[config.mk]
export PLATFORM = sky130hd
export DESIGN_NAME = timer_event_counter
export DESIGN_NICKNAME = d
export VERILOG_FILES = /design/src/verilog/timer_pkg.sv /design/src/verilog/timer_event_counter.sv /design/src/verilog/cap_sync.sv
export SDC_FILE = /design/constraint.sdc
export NUM_CORES = 1
export LEC_CHECK = 0
export BUFFER_PORTS_ARGS = -buffer_cell sky130_fd_sc_hd__buf_2
export CORE_MARGIN = 5
export CORE_UTILIZATION = 25
export DETAILED_ROUTE_END_ITERATION = 6
export HOLD_SLACK_MARGIN = 0.08
export SYNTH_ARGS = -nofsm -noshare
export SYNTH_HDL_FRONTEND = slang
export SYNTH_SLANG_ARGS = --single-unit
[constraint.sdc]
create_clock -name core_clk -period 22.9 [get_ports core_clk]
set_input_delay 2.29 -clock core_clk [delete_from_list [all_inputs] [get_ports core_clk]]
set_output_delay 2.29 -clock core_clk [all_outputs]
set_load 0.05 [all_outputs]
[src/verilog/timer_pkg.sv]
// Shared constants, register map and carrier types for the timer/event counter.
// Assumes a 20 MHz core clock and a plain strobe register port.
package timer_pkg;

  localparam int unsigned NCH = 4;
  localparam int unsigned NPIN = 8;
  localparam int unsigned SYNC_STAGES = 3;

  // Register byte offsets
  localparam logic [7:0] A_CTRL = 8'h00;
  localparam logic [7:0] A_COUNT = 8'h04;
  localparam logic [7:0] A_PRESCALE = 8'h08;
  localparam logic [7:0] A_PCOUNT = 8'h0c;
  localparam logic [7:0] A_MCTRL = 8'h10;
  localparam logic [7:0] A_MATCH0 = 8'h14;
  localparam logic [7:0] A_CCTRL = 8'h24;
  localparam logic [7:0] A_CAPT0 = 8'h28;
  localparam logic [7:0] A_EXTOUT = 8'h38;
  localparam logic [7:0] A_ISTAT = 8'h3c;
  localparam logic [7:0] A_IMASK = 8'h40;
  localparam logic [7:0] A_ROUTE = 8'h44;

  // Control fields
  localparam int unsigned CTRL_EN = 0;
  localparam int unsigned CTRL_RST = 1;
  localparam int unsigned CTRL_MODE = 2;
  localparam int unsigned CTRL_SEL = 4;

  // Per-channel field positions inside the 3-bit groups, then base bits of the extout, route and flag fields
  localparam int unsigned MC_INT = 0;
  localparam int unsigned MC_RESET = 1;
  localparam int unsigned MC_STOP = 2;
  localparam int unsigned CC_RISE = 0;
  localparam int unsigned CC_FALL = 1;
  localparam int unsigned CC_INT = 2;
  localparam int unsigned EXT_ACT = 4;
  localparam int unsigned ROUTE_AND = 8;
  localparam int unsigned IST_CAP = 4;

  // Values after reset
  localparam logic [5:0] RST_CTRL = 6'h00;
  localparam logic [31:0] RST_WORD = 32'h0000_0000;
  localparam logic [11:0] RST_FIELD = 12'h000;
  localparam logic [7:0] RST_BYTE = 8'h00;
  localparam logic [11:0] RST_ROUTE = 12'h055;

  typedef enum logic [1:0] {
    SRC_CLK  = 2'b00,
    SRC_RISE = 2'b01,
    SRC_FALL = 2'b10,
    SRC_BOTH = 2'b11
  } src_e;

  typedef enum logic [1:0] {
    EXT_NONE   = 2'b00,
    EXT_LOW    = 2'b01,
    EXT_HIGH   = 2'b10,
    EXT_TOGGLE = 2'b11
  } ext_e;

  typedef struct packed {
    logic        wr;
    logic        rd;
    logic [7:0]  addr;
    logic [31:0] wdata;
  } bus_req_s;

endpackage

[src/verilog/timer_event_counter.sv]
// 32-bit timer/event counter with prescaler, four match and four capture channels.
// Assumes a register master that keeps strobes one cycle long and never both at once.
// Behaviour
// (RULE1) Count peripheral clock or selected external edges
// (RULE2) 32-bit count behind a 32-bit prescaler
// (RULE3) Four 32-bit match registers compared with count
// (RULE4) Match continues, stops or resets; optional interrupt
// (RULE5) Four capture channels snapshot count on edges
// (RULE6) Event mode counts edges; pulses last one clock; the synchroniser filter drops levels held under two clocks
// (RULE7) Other capture inputs stay usable in event mode
// (RULE8) Match outputs go low, high, toggle or hold
// (RULE9) Pins OR/AND into captures; outputs broadcast
// (RULE10) Prescaler wraps at programmed value, count increments
// (RULE11) Interrupt flags sticky until written with one
//
// Added by the designer: the address-and-strobe port and the address map.
`timescale 1ns/1ns
module timer_event_counter (
  input  wire logic                        core_clk,
  input  wire logic                        rst,
  input  wire timer_pkg::bus_req_s         bus,
  output logic      [31:0]                 rdata,
  input  wire logic [timer_pkg::NPIN-1:0]  cap_pin,
  output logic      [timer_pkg::NPIN-1:0]  mat_pin,
  output logic                             irq
);
  import timer_pkg::*;

  function automatic logic is_slot(input logic [7:0] addr, input logic [7:0] base,
                                   input int unsigned i);
    is_slot = (addr == 8'(base + 8'(4 * i)));
  endfunction

  function automatic logic ext_apply(input ext_e act, input logic cur);
    case (act)
      EXT_LOW:    ext_apply = 1'b0;
      EXT_HIGH:   ext_apply = 1'b1;
      EXT_TOGGLE: ext_apply = ~cur;
      default:    ext_apply = cur;
    endcase
  endfunction

  logic [5:0]      ctrl_r;
  logic [5:0]      ctrl_nxt;
  logic [31:0]     tc_r;
  logic [31:0]     tc_nxt;
  logic [31:0]     pr_r;
  logic [31:0]     pr_nxt;
  logic [31:0]     pc_r;
  logic [31:0]     pc_nxt;
  logic [11:0]     mcr_r;
  logic [11:0]     mcr_nxt;
  logic [31:0]     mr_r [NCH];
  logic [31:0]     mr_nxt [NCH];
  logic [11:0]     ccr_r;
  logic [11:0]     ccr_nxt;
  logic [31:0]     cr_r [NCH];
  logic [31:0]     cr_nxt [NCH];
  logic [11:0]     emr_r;
  logic [11:0]     emr_nxt;
  logic [7:0]      ist_r;
  logic [7:0]      ist_nxt;
  logic [7:0]      imask_r;
  logic [7:0]      imask_nxt;
  logic [11:0]     route_r;
  logic [11:0]     route_nxt;
  logic [NCH-1:0]  cprev_r;
  logic [NCH-1:0]  cprev_nxt;
  logic [31:0]     rdata_r;
  logic [31:0]     rdata_nxt;
  logic [NPIN-1:0] mat_r;
  logic [NPIN-1:0] mat_nxt;
  logic            irq_r;
  logic            irq_nxt;

  logic [NPIN-1:0] cap_lvl;
  logic [NCH-1:0]  chan_lvl;
  logic [NCH-1:0]  rise;
  logic [NCH-1:0]  fall;
  logic [NCH-1:0]  cap_ev;
  logic [NCH-1:0]  mhit;
  logic [NCH-1:0]  mint;
  logic [NCH-1:0]  mrst;
  logic [NCH-1:0]  mstop;
  logic [NCH-1:0]  cint;
  logic [1:0]      sel;
  src_e            mode;
  logic            running;
  logic            tick;
  logic            adv;

  cap_sync u_sync (
    .core_clk (core_clk),
    .rst      (rst),
    .pin_in   (cap_pin),
    .level    (cap_lvl)
  );

  assign sel = ctrl_r[CTRL_SEL +: 2];
  assign mode = src_e'(ctrl_r[CTRL_MODE +: 2]);
  assign running = ctrl_r[CTRL_EN] & ~ctrl_r[CTRL_RST];

  // Two pins per capture channel: enabled pins are ORed, or ANDed when the
  // channel's AND bit is set; an AND with no enabled pin stays low
  for (genvar g = 0; g < NCH; g++) begin : g_ch
    logic [1:0] en;
    logic [1:0] pins;
    assign en = route_r[2*g +: 2];
    assign pins = cap_lvl[2*g +: 2];
    assign chan_lvl[g] = route_r[ROUTE_AND + g] ? (&(pins | ~en) & |en) // RULE9
                                                : |(pins & en); // RULE9
    assign rise[g] = chan_lvl[g] & ~cprev_r[g];
    assign fall[g] = ~chan_lvl[g] & cprev_r[g];
    assign cap_ev[g] = (ccr_r[3*g + CC_RISE] & rise[g])
                     | (ccr_r[3*g + CC_FALL] & fall[g]); // RULE5 RULE7
    assign cint[g] = ccr_r[3*g + CC_INT];
    assign mint[g] = mcr_r[3*g + MC_INT];
    assign mrst[g] = mcr_r[3*g + MC_RESET];
    assign mstop[g] = mcr_r[3*g + MC_STOP];
    assign mhit[g] = adv & (tc_r == mr_r[g]); // RULE3
  end

  // Count source: every clock, or edges of the selected capture channel
  always_comb begin
    case (mode)
      SRC_CLK:  tick = running; // RULE1
      SRC_RISE: tick = running & rise[sel]; // RULE1 RULE6
      SRC_FALL: tick = running & fall[sel]; // RULE6
      SRC_BOTH: tick = running & (rise[sel] | fall[sel]); // RULE6
      default:  tick = 1'b0;
    endcase
  end

  assign adv = tick & (pc_r == pr_r); // RULE10

  always_comb begin
    ctrl_nxt = ctrl_r;
    tc_nxt = tc_r;
    pr_nxt = pr_r;
    pc_nxt = pc_r;
    mcr_nxt = mcr_r;
    mr_nxt = mr_r;
    ccr_nxt = ccr_r;
    cr_nxt = cr_r;
    emr_nxt = emr_r;
    imask_nxt = imask_r;
    route_nxt = route_r;
    cprev_nxt = chan_lvl;
    rdata_nxt = RST_WORD;

    // Match reset wins over increment; a stop freezes the count after this edge
    if (adv) begin
      pc_nxt = RST_WORD; // RULE10
      tc_nxt = |(mhit & mrst) ? RST_WORD : tc_r + 32'h0000_0001; // RULE2 RULE4
    end else if (tick) begin
      pc_nxt = pc_r + 32'h0000_0001; // RULE2 RULE10
    end
    if (|(mhit & mstop)) begin
      ctrl_nxt[CTRL_EN] = 1'b0; // RULE4
    end
    if (ctrl_r[CTRL_RST]) begin
      tc_nxt = RST_WORD;
      pc_nxt = RST_WORD;
    end
    for (int i = 0; i < NCH; i++) begin
      if (cap_ev[i]) begin
        cr_nxt[i] = tc_r; // RULE5
      end
      if (mhit[i]) begin
        emr_nxt[i] = ext_apply(ext_e'(emr_r[EXT_ACT + 2*i +: 2]), emr_r[i]); // RULE8
      end
    end

    // Software writes override hardware updates, except on the flags
    ist_nxt = ist_r;
    if (bus.wr) begin
      case (bus.addr)
        A_CTRL:     ctrl_nxt = bus.wdata[5:0];
        A_COUNT:    begin
          tc_nxt = bus.wdata;
          pc_nxt = RST_WORD;
        end
        A_PRESCALE: pr_nxt = bus.wdata; // RULE2
        A_MCTRL:    mcr_nxt = bus.wdata[11:0]; // RULE4
        A_CCTRL:    ccr_nxt = bus.wdata[11:0];
        A_EXTOUT:   emr_nxt = bus.wdata[11:0]; // RULE8
        A_ISTAT:    ist_nxt = ist_r & ~bus.wdata[7:0]; // RULE11
        A_IMASK:    imask_nxt = bus.wdata[7:0];
        A_ROUTE:    route_nxt = bus.wdata[11:0]; // RULE9
        default:    ;
      endcase
      for (int i = 0; i < NCH; i++) begin
        if (is_slot(bus.addr, A_MATCH0, i)) begin
          mr_nxt[i] = bus.wdata; // RULE3
        end
      end
    end
    // A new event in the clearing cycle keeps its flag set
    ist_nxt = ist_nxt | {cap_ev & cint, mhit & mint}; // RULE4 RULE5 RULE11

    if (bus.rd) begin
      case (bus.addr)
        A_CTRL:     rdata_nxt = {26'h0, ctrl_r};
        A_COUNT:    rdata_nxt = tc_r;
        A_PRESCALE: rdata_nxt = pr_r;
        A_PCOUNT:   rdata_nxt = pc_r;
        A_MCTRL:    rdata_nxt = {20'h0, mcr_r};
        A_CCTRL:    rdata_nxt = {20'h0, ccr_r};
        A_EXTOUT:   rdata_nxt = {20'h0, emr_r};
        A_ISTAT:    rdata_nxt = {24'h0, ist_r};
        A_IMASK:    rdata_nxt = {24'h0, imask_r};
        A_ROUTE:    rdata_nxt = {20'h0, route_r};
        default:    rdata_nxt = RST_WORD;
      endcase
      for (int i = 0; i < NCH; i++) begin
        if (is_slot(bus.addr, A_MATCH0, i)) begin
          rdata_nxt = mr_r[i];
        end
        if (is_slot(bus.addr, A_CAPT0, i)) begin
          rdata_nxt = cr_r[i];
        end
      end
    end

    for (int i = 0; i < NCH; i++) begin
      mat_nxt[2*i] = emr_nxt[i]; // RULE8 RULE9
      mat_nxt[2*i+1] = emr_nxt[i]; // RULE9
    end
    irq_nxt = |(ist_nxt & imask_nxt);
  end

  always_ff @(posedge core_clk or posedge rst) begin
    if (rst) begin
      ctrl_r <= RST_CTRL;
      tc_r <= RST_WORD;
      pr_r <= RST_WORD;
      pc_r <= RST_WORD;
      mcr_r <= RST_FIELD;
      ccr_r <= RST_FIELD;
      emr_r <= RST_FIELD;
      ist_r <= RST_BYTE;
      imask_r <= RST_BYTE;
      route_r <= RST_ROUTE;
      cprev_r <= RST_BYTE[NCH-1:0];
      rdata_r <= RST_WORD;
      mat_r <= RST_BYTE;
      irq_r <= 1'b0;
      for (int i = 0; i < NCH; i++) begin
        mr_r[i] <= RST_WORD;
        cr_r[i] <= RST_WORD;
      end
    end else begin
      ctrl_r <= ctrl_nxt;
      tc_r <= tc_nxt;
      pr_r <= pr_nxt;
      pc_r <= pc_nxt;
      mcr_r <= mcr_nxt;
      ccr_r <= ccr_nxt;
      emr_r <= emr_nxt;
      ist_r <= ist_nxt;
      imask_r <= imask_nxt;
      route_r <= route_nxt;
      cprev_r <= cprev_nxt;
      rdata_r <= rdata_nxt;
      mat_r <= mat_nxt;
      irq_r <= irq_nxt;
      mr_r <= mr_nxt;
      cr_r <= cr_nxt;
    end
  end

  assign rdata = rdata_r;
  assign mat_pin = mat_r;
  assign irq = irq_r;
endmodule

[src/verilog/cap_sync.sv]
// Three-stage synchroniser with agreement filter for the capture pins.
// Assumes the pins are asynchronous to core_clk.
`timescale 1ns/1ns
module cap_sync (
  input  wire logic                        core_clk,
  input  wire logic                        rst,
  input  wire logic [timer_pkg::NPIN-1:0]  pin_in,
  output logic      [timer_pkg::NPIN-1:0]  level
);
  import timer_pkg::*;

  logic [NPIN-1:0] s1_r;
  logic [NPIN-1:0] s2_r;
  logic [NPIN-1:0] s3_r;
  logic [NPIN-1:0] lvl_r;
  logic [NPIN-1:0] lvl_nxt;

  // Level only moves once stages two and three agree, so a one-cycle
  // metastable glitch never reaches the edge detectors
  always_comb begin
    lvl_nxt = (~(s2_r ^ s3_r) & s3_r) | ((s2_r ^ s3_r) & lvl_r);
  end

  always_ff @(posedge core_clk or posedge rst) begin
    if (rst) begin
      s1_r <= RST_BYTE;
      s2_r <= RST_BYTE;
      s3_r <= RST_BYTE;
      lvl_r <= RST_BYTE;
    end else begin
      s1_r <= pin_in;
      s2_r <= s1_r;
      s3_r <= s2_r;
      lvl_r <= lvl_nxt;
    end
  end

  assign level = lvl_r;

endmodule

# After elaboration in Yosys (flattened, before gate mapping)
# Index checks and enable logic that the tools add are counted.
# op_classes
n_addsub,2
multipliers,0
div,0
magnitude_cmp,1
eq_ne,37
shifts,0
n_mux,46
bitwise_logic,72
n_reduce_logical,27
# op_table
operator,n
$mux W32,19
$pmux W32 S10,1
$eq A32 B32 Y1,5
$add A32 B1 Y32 const B,2
$eq A8 B6 Y1 const B,8
$and A8 B8 Y8,4
$eq A8 B5 Y1 const B,4
$mux W8,4
$and A1 B1 Y1,29
$reduce_and A2 Y1,14
$eq A2 B2 Y1 const B,10
$and A4 B4 Y4,4
$eq A8 B4 Y1 const B,2
$eq A8 B7 Y1 const B,2
$not A8 Y8,2
$or A8 B8 Y8,2
$reduce_or A2 Y1,8
$mux W1,13
$not A1 Y1,13
$pmux W1 S3,4
$eq A2 B1 Y1 const B,5
$and A2 B2 Y2,4
$eq A8 B3 Y1 const B,1
$logic_not A8 Y1,1
other kinds (11),24
# word_totals
reg_bits,498
latchBits,0
ramBits,0
rom_bits,0
inputBits,52
wordCells,213
mem_count,0

# Depth between registers and ports, before layout
# logic_depth
depth_word,21
mapped_depth,11

# Hierarchy
# A second synthesis with hierarchy kept.
# unflattened
hier_cells,2186
hier_area_um2,24130.6
# modules_own_cells
module,instances,cells_each,area_each_um2
timer_event_counter,1,2145,23236.0
cap_sync,1,41,894.6

# Worst setup path before layout
# No wires, ideal clock.
# synth_timing
path_kind,input to register
start,input port bus[32] (netlist bit)
end,register irq_r (netlist: irq)
setup_ns,0.131
arrival_time_ns,4.327
t_required_ns,22.769
setup_slack_ns,18.442
stages,9
n_path_buf,2
path_cell_list,buf_2 -> nor4_4 -> and2_1 -> buf_4 -> nand2_4 -> mux2_4 -> a222oi_1 -> nand4_1 -> or3_1
# synth_between
elab_cells_between_ends,9
cone_classes,2 x eq/ne; 4 x mux; 2 x bitwise; 1 x reduce/logical
# synth_rtl
element,line,text
from (decl),timer_event_counter.sv:21,"input wire timer_pkg::bus_req_s bus,"
$eq A8 B7 Y1,timer_event_counter.sv:177,case (bus.addr)
$mux W8,timer_event_counter.sv:177,
$mux W8,timer_event_counter.sv:176,if (bus.wr) begin
named net imask_nxt[6],timer_event_counter.sv:64,logic [7:0] imask_nxt;
$and A8 B8 Y8,timer_event_counter.sv:229,irq_nxt = |(ist_nxt & imask_nxt);
$reduce_or A8 Y1,timer_event_counter.sv:229,
named net irq_nxt,timer_event_counter.sv:74,logic irq_nxt;
to (signal assigned),timer_event_counter.sv:266,irq_r <= irq_nxt;
to (decl),timer_event_counter.sv:73,logic irq_r;
# The timed path passes the listed nets, and every way through them passes these cells.
# A chain may end at the register's enable or synchronous reset.

==> summary.txt <==
CTS
  • Clk pin slew, worst setup/hold paths: 60 ps
  • Resized cells post-CTS: 0
  • Clock Latency Late Sink: 640 ps
  • CTS sink count: 491
  • Post-CTS Repair Setup Buffers: 0
  • Root buf cell: clkbuf_16
  • # hold bufs at CTS: 0
  • Max H-tree Level: 2
  • CTS buffer count: 53
  • Clock Path Buffers: 3
  • CTS tree: done

Hold path
  • Hold Crit Class: flop to flop
  • HP Start: u_sync.s1_r[1]$_DFF_PP0_
  • Hold Path End: u_sync.s2_r[1]$_DFF_PP0_
  • Hold Crit Depth: 0

GRT
  • GRT Residual Overflow: 0
  • Global Route Usage Sum: 0.165
  • Largest net degree at the start of global routing: 113
  • Grt met1 use: 0.217
  • Vias in the first global route: 18100
  • Met2 usage: 0.270
  • Busiest grt layer: met2
  • First-pass GRT wire length: 128 mm
  • M3 GR Usage: 0.0286
  • Initial antenna violation count: 2

Yosys
  • Multiplexer area fraction after synthesis: 0.150
  • Post-Syn Area: 24000 um^2
  • Simple-gate share of the synthesized area: 0.0988
  • Netlist cell types: 69
  • Adder-cell share of the synthesized area: 0.00437
  • Syn Area/Cell: 11.3 um^2
  • Largest family of logic cells by synthesized area: multiplexers
  • Most used DFF post-synth: dfrtp_1
  • Synth Instances: 2134
  • Yosys warns: 0
  • Post-synth ARST share: 1.00
  • Seq cells post-synth: 491
  • Post-Syn Nets: 2188
  • Number of synthesized flops with an enable pin: 0
  • Post-Synth XOR/XNOR Area: 0.0809
  • Post-synthesis compound-gate area fraction: 0.121
  • Seq/Total Area, Yosys: 0.512

Floorplanning
  • DIE AREA: 102000 um^2
  • Die H: 320 um
  • IO Pins: 93
  • Core footprint: 95200 um^2
  • Standard-cell rows: 113
  • Die width: 320 um
  • Initial Util: 0.252

Detailed routing
  • Final wirelength: 87.3 mm
  • Post-route DRC: 0
  • DRT antenna net count: 0
  • DR vias: 18200
  • Drt via density: 5.25
  • Wire per inst: 25.2 um
  • Drt pass-1 iters: 6
  • Iter 0 DRT Violations: 1815

Final layout
  • Reg area: 12300 um^2
  • Fraction of layout cells with a size suffix above 1: 0.193
  • Fillers: 9852
  • P&R area growth vs syn: 14.9%
  • Final nets: 2213
  • Multi-input gate area: 11000 um^2

Timing
  • Fin crit share: 0.214
  • Tmin final: 4900 ps
  • Final setup fails: 0
  • Setup ws final: 18000 ps
  • RSZ-0062 raised after global routing: false
  • Worst Skew: 50.9 ps
  • Fin. max-slew vios: 0
  • Final Hold Fails: 0
  • Fmax: 204 MHz
  • Max-slew headroom: 0.0937
  • Total negative setup slack: 0 ps
  • Slew @ Worst Pin: 1350 ps

Place
  • DP HPWL: 61.3 mm
  • Gpl congestion: 0.970
  • Port Buffers: 92
  • Setup WS pre-CTS: 17190 ps

Worst setup path
  • FF-to-FF Start: tc_r[0]$_DFF_PP0_
  • R2R depth: 9
  • Worst endpoint required time: 23480 ps
  • Reg2reg setup slack: 18610 ps
  • Crit path launch type: primary input
  • Worst Path Max Fanout: 112
  • Capturing point of the worst reg2reg path: tc_r[19]$_DFF_PP0_
  • Critical setup path kind: primary input to async pin
  • Critical path endpoint category: async pin
  • CP Data Arrival Time: 5480 ps

Run status
  • Status: finished, final reports clean

Power
  • Internal Pwr Total: 0.00151 W
  • Pleak: 12.7 nW
  • Sw Ratio: 0.281
  • PD cells: 76.0 nW/um^2
  • Maximum VDD drop: 0.0000575 V
  • Comb power frac: 0.113
  • Sw Pwr: 0.000589 W
  • Clk pwr share: 0.419
  • Sequential share of power: 0.468

Run
  • Max-cap violations: 0
## synth_stat cells (20+ instances only)
cell type	instances	area, um^2
a22o_1	27	236
clkbuf_1	119	447
nor2_1	86	323
mux2_2	174	1960
a222oi_1	21	210
xnor2_1	97	850
nand2_1	162	608
buf_2	24	120
mux2_1	134	1510
a22oi_1	72	541
o21ai_0	34	170
a31oi_1	20	125
dfrtp_1	487	12200
o21ai_1	77	385
xor2_1	125	1090
nand4_1	49	307
nand3_1	46	230
nor4_1	37	231
inv_1	22	82.6
nor3_1	21	105
a21oi_1	68	340
## worst max-delay path, cell delays in order
cell,delay (ps)
buf_2,130
inv_8,500
buf_4,660
buf_4,800
buf_4,890
## power groups by stage
| stage | clock network [W] | registers [W] | logic, W |
|---|---|---|---|
| global placement | 0 | 0.000995 | 0.000230 |
| global route | 0.000927 | 0.000987 | 0.000254 |
| detailed placement | 0 | 0.000996 | 0.000233 |
| CTS | 0.000893 | 0.000981 | 0.000234 |
| finish | 0.000880 | 0.000983 | 0.000236 |
| floorplan | 0 | 0.000960 | 0.000160 |
## final cells by class
| type | count | share of cell area |
|---|---|---|
| Multi-Input combinational cell | 1452 | 0.400 |
| Clock buffer | 84 | 0.0577 |
| Clock inverter | 14 | 0.00694 |
| Timing Repair Buffer | 139 | 0.0295 |
| Tap cell | 1265 | 0.0573 |
| Inverter | 22 | 0.00326 |
| Antenna cell | 3 | 0.000272 |
| Sequential cell | 491 | 0.445 |
## worst max path at each step
stage,to,slack (ps),from,cells past startpoint
2_1_floorplan,async pin,6910,rst,1
3_3_place_gp,cr_r[70]$_DFFE_PP0N_,17210,rst,5
3_5_place_dp,cr_r[70]$_DFFE_PP0N_,17190,rst,5
4_1_cts,mr_r[39]$_DFFE_PP0P_,17820,rst,5
5_1_grt,mr_r[41]$_DFFE_PP0P_,17410,rst,5
6_report,mr_r[41]$_DFFE_PP0P_,18000,rst,5
## routing by layer
layer	vias to the layer above	wire, um
li1	7837	-
met1	9388	36000
met2	777	41200
met3	206	5870
met4	2	4150
met5	-	12
## stage by stage
step / util / std cells / hold WS, ps / power (W) / area (um^2)
finish: 0.290 / 3470 / 346 / 0.00210 / 27600
CTS: 0.290 / 3467 / 349 / 0.00211 / 27600
detailed placement: 0.271 / 3369 / 336 / 0.00123 / 25800
global route: 0.290 / 3468 / 359 / 0.00217 / 27600
floorplan: - / 2134 / 331 / 0.00112 / 24000
global placement: 0.271 / 3369 / 334 / 0.00123 / 25800
## cell families (layout without fill, tap and decap cells)
family / count (synthesis) / after routing
other: 0 / 3
AND/OR/NAND/NOR: 473 / 473
XOR/XNOR: 222 / 222
buffers and inverters: 191 / 259
flip-flops: 491 / 491
AO/OA/AOI/OAI: 426 / 426
adder cells (fa/ha/maj): 10 / 10
multiplexers: 321 / 321
## cell usage in the layout, fill, tap and decap left out, types with 15 or more instances in the layout
cell,count
a21oi_1,68
a222oi_1,21
a22o_1,27
a22oi_1,72
a31oi_1,20
buf_2,92
buf_4,47
clkbuf_1,16
clkbuf_16,53
clkbuf_8,15
dfrtp_1,487
inv_1,21
mux2_1,134
mux2_2,174
nand2_1,162
nand3_1,46
nand4_1,49
nor2_1,83
nor3_1,21
nor4_1,36
o21ai_0,34
o21ai_1,72
o22ai_1,18
o31ai_1,18
xnor2_1,97
xor2_1,125
## sequential cells by signal (all words and copies together) (netlist names), 32 cells and up, named ones only
name / count
cr_r: 128
mr_r: 128
pc_r: 32
pr_r: 32
rdata: 32
tc_r: 32
Power figures use the tool's default switching activity.
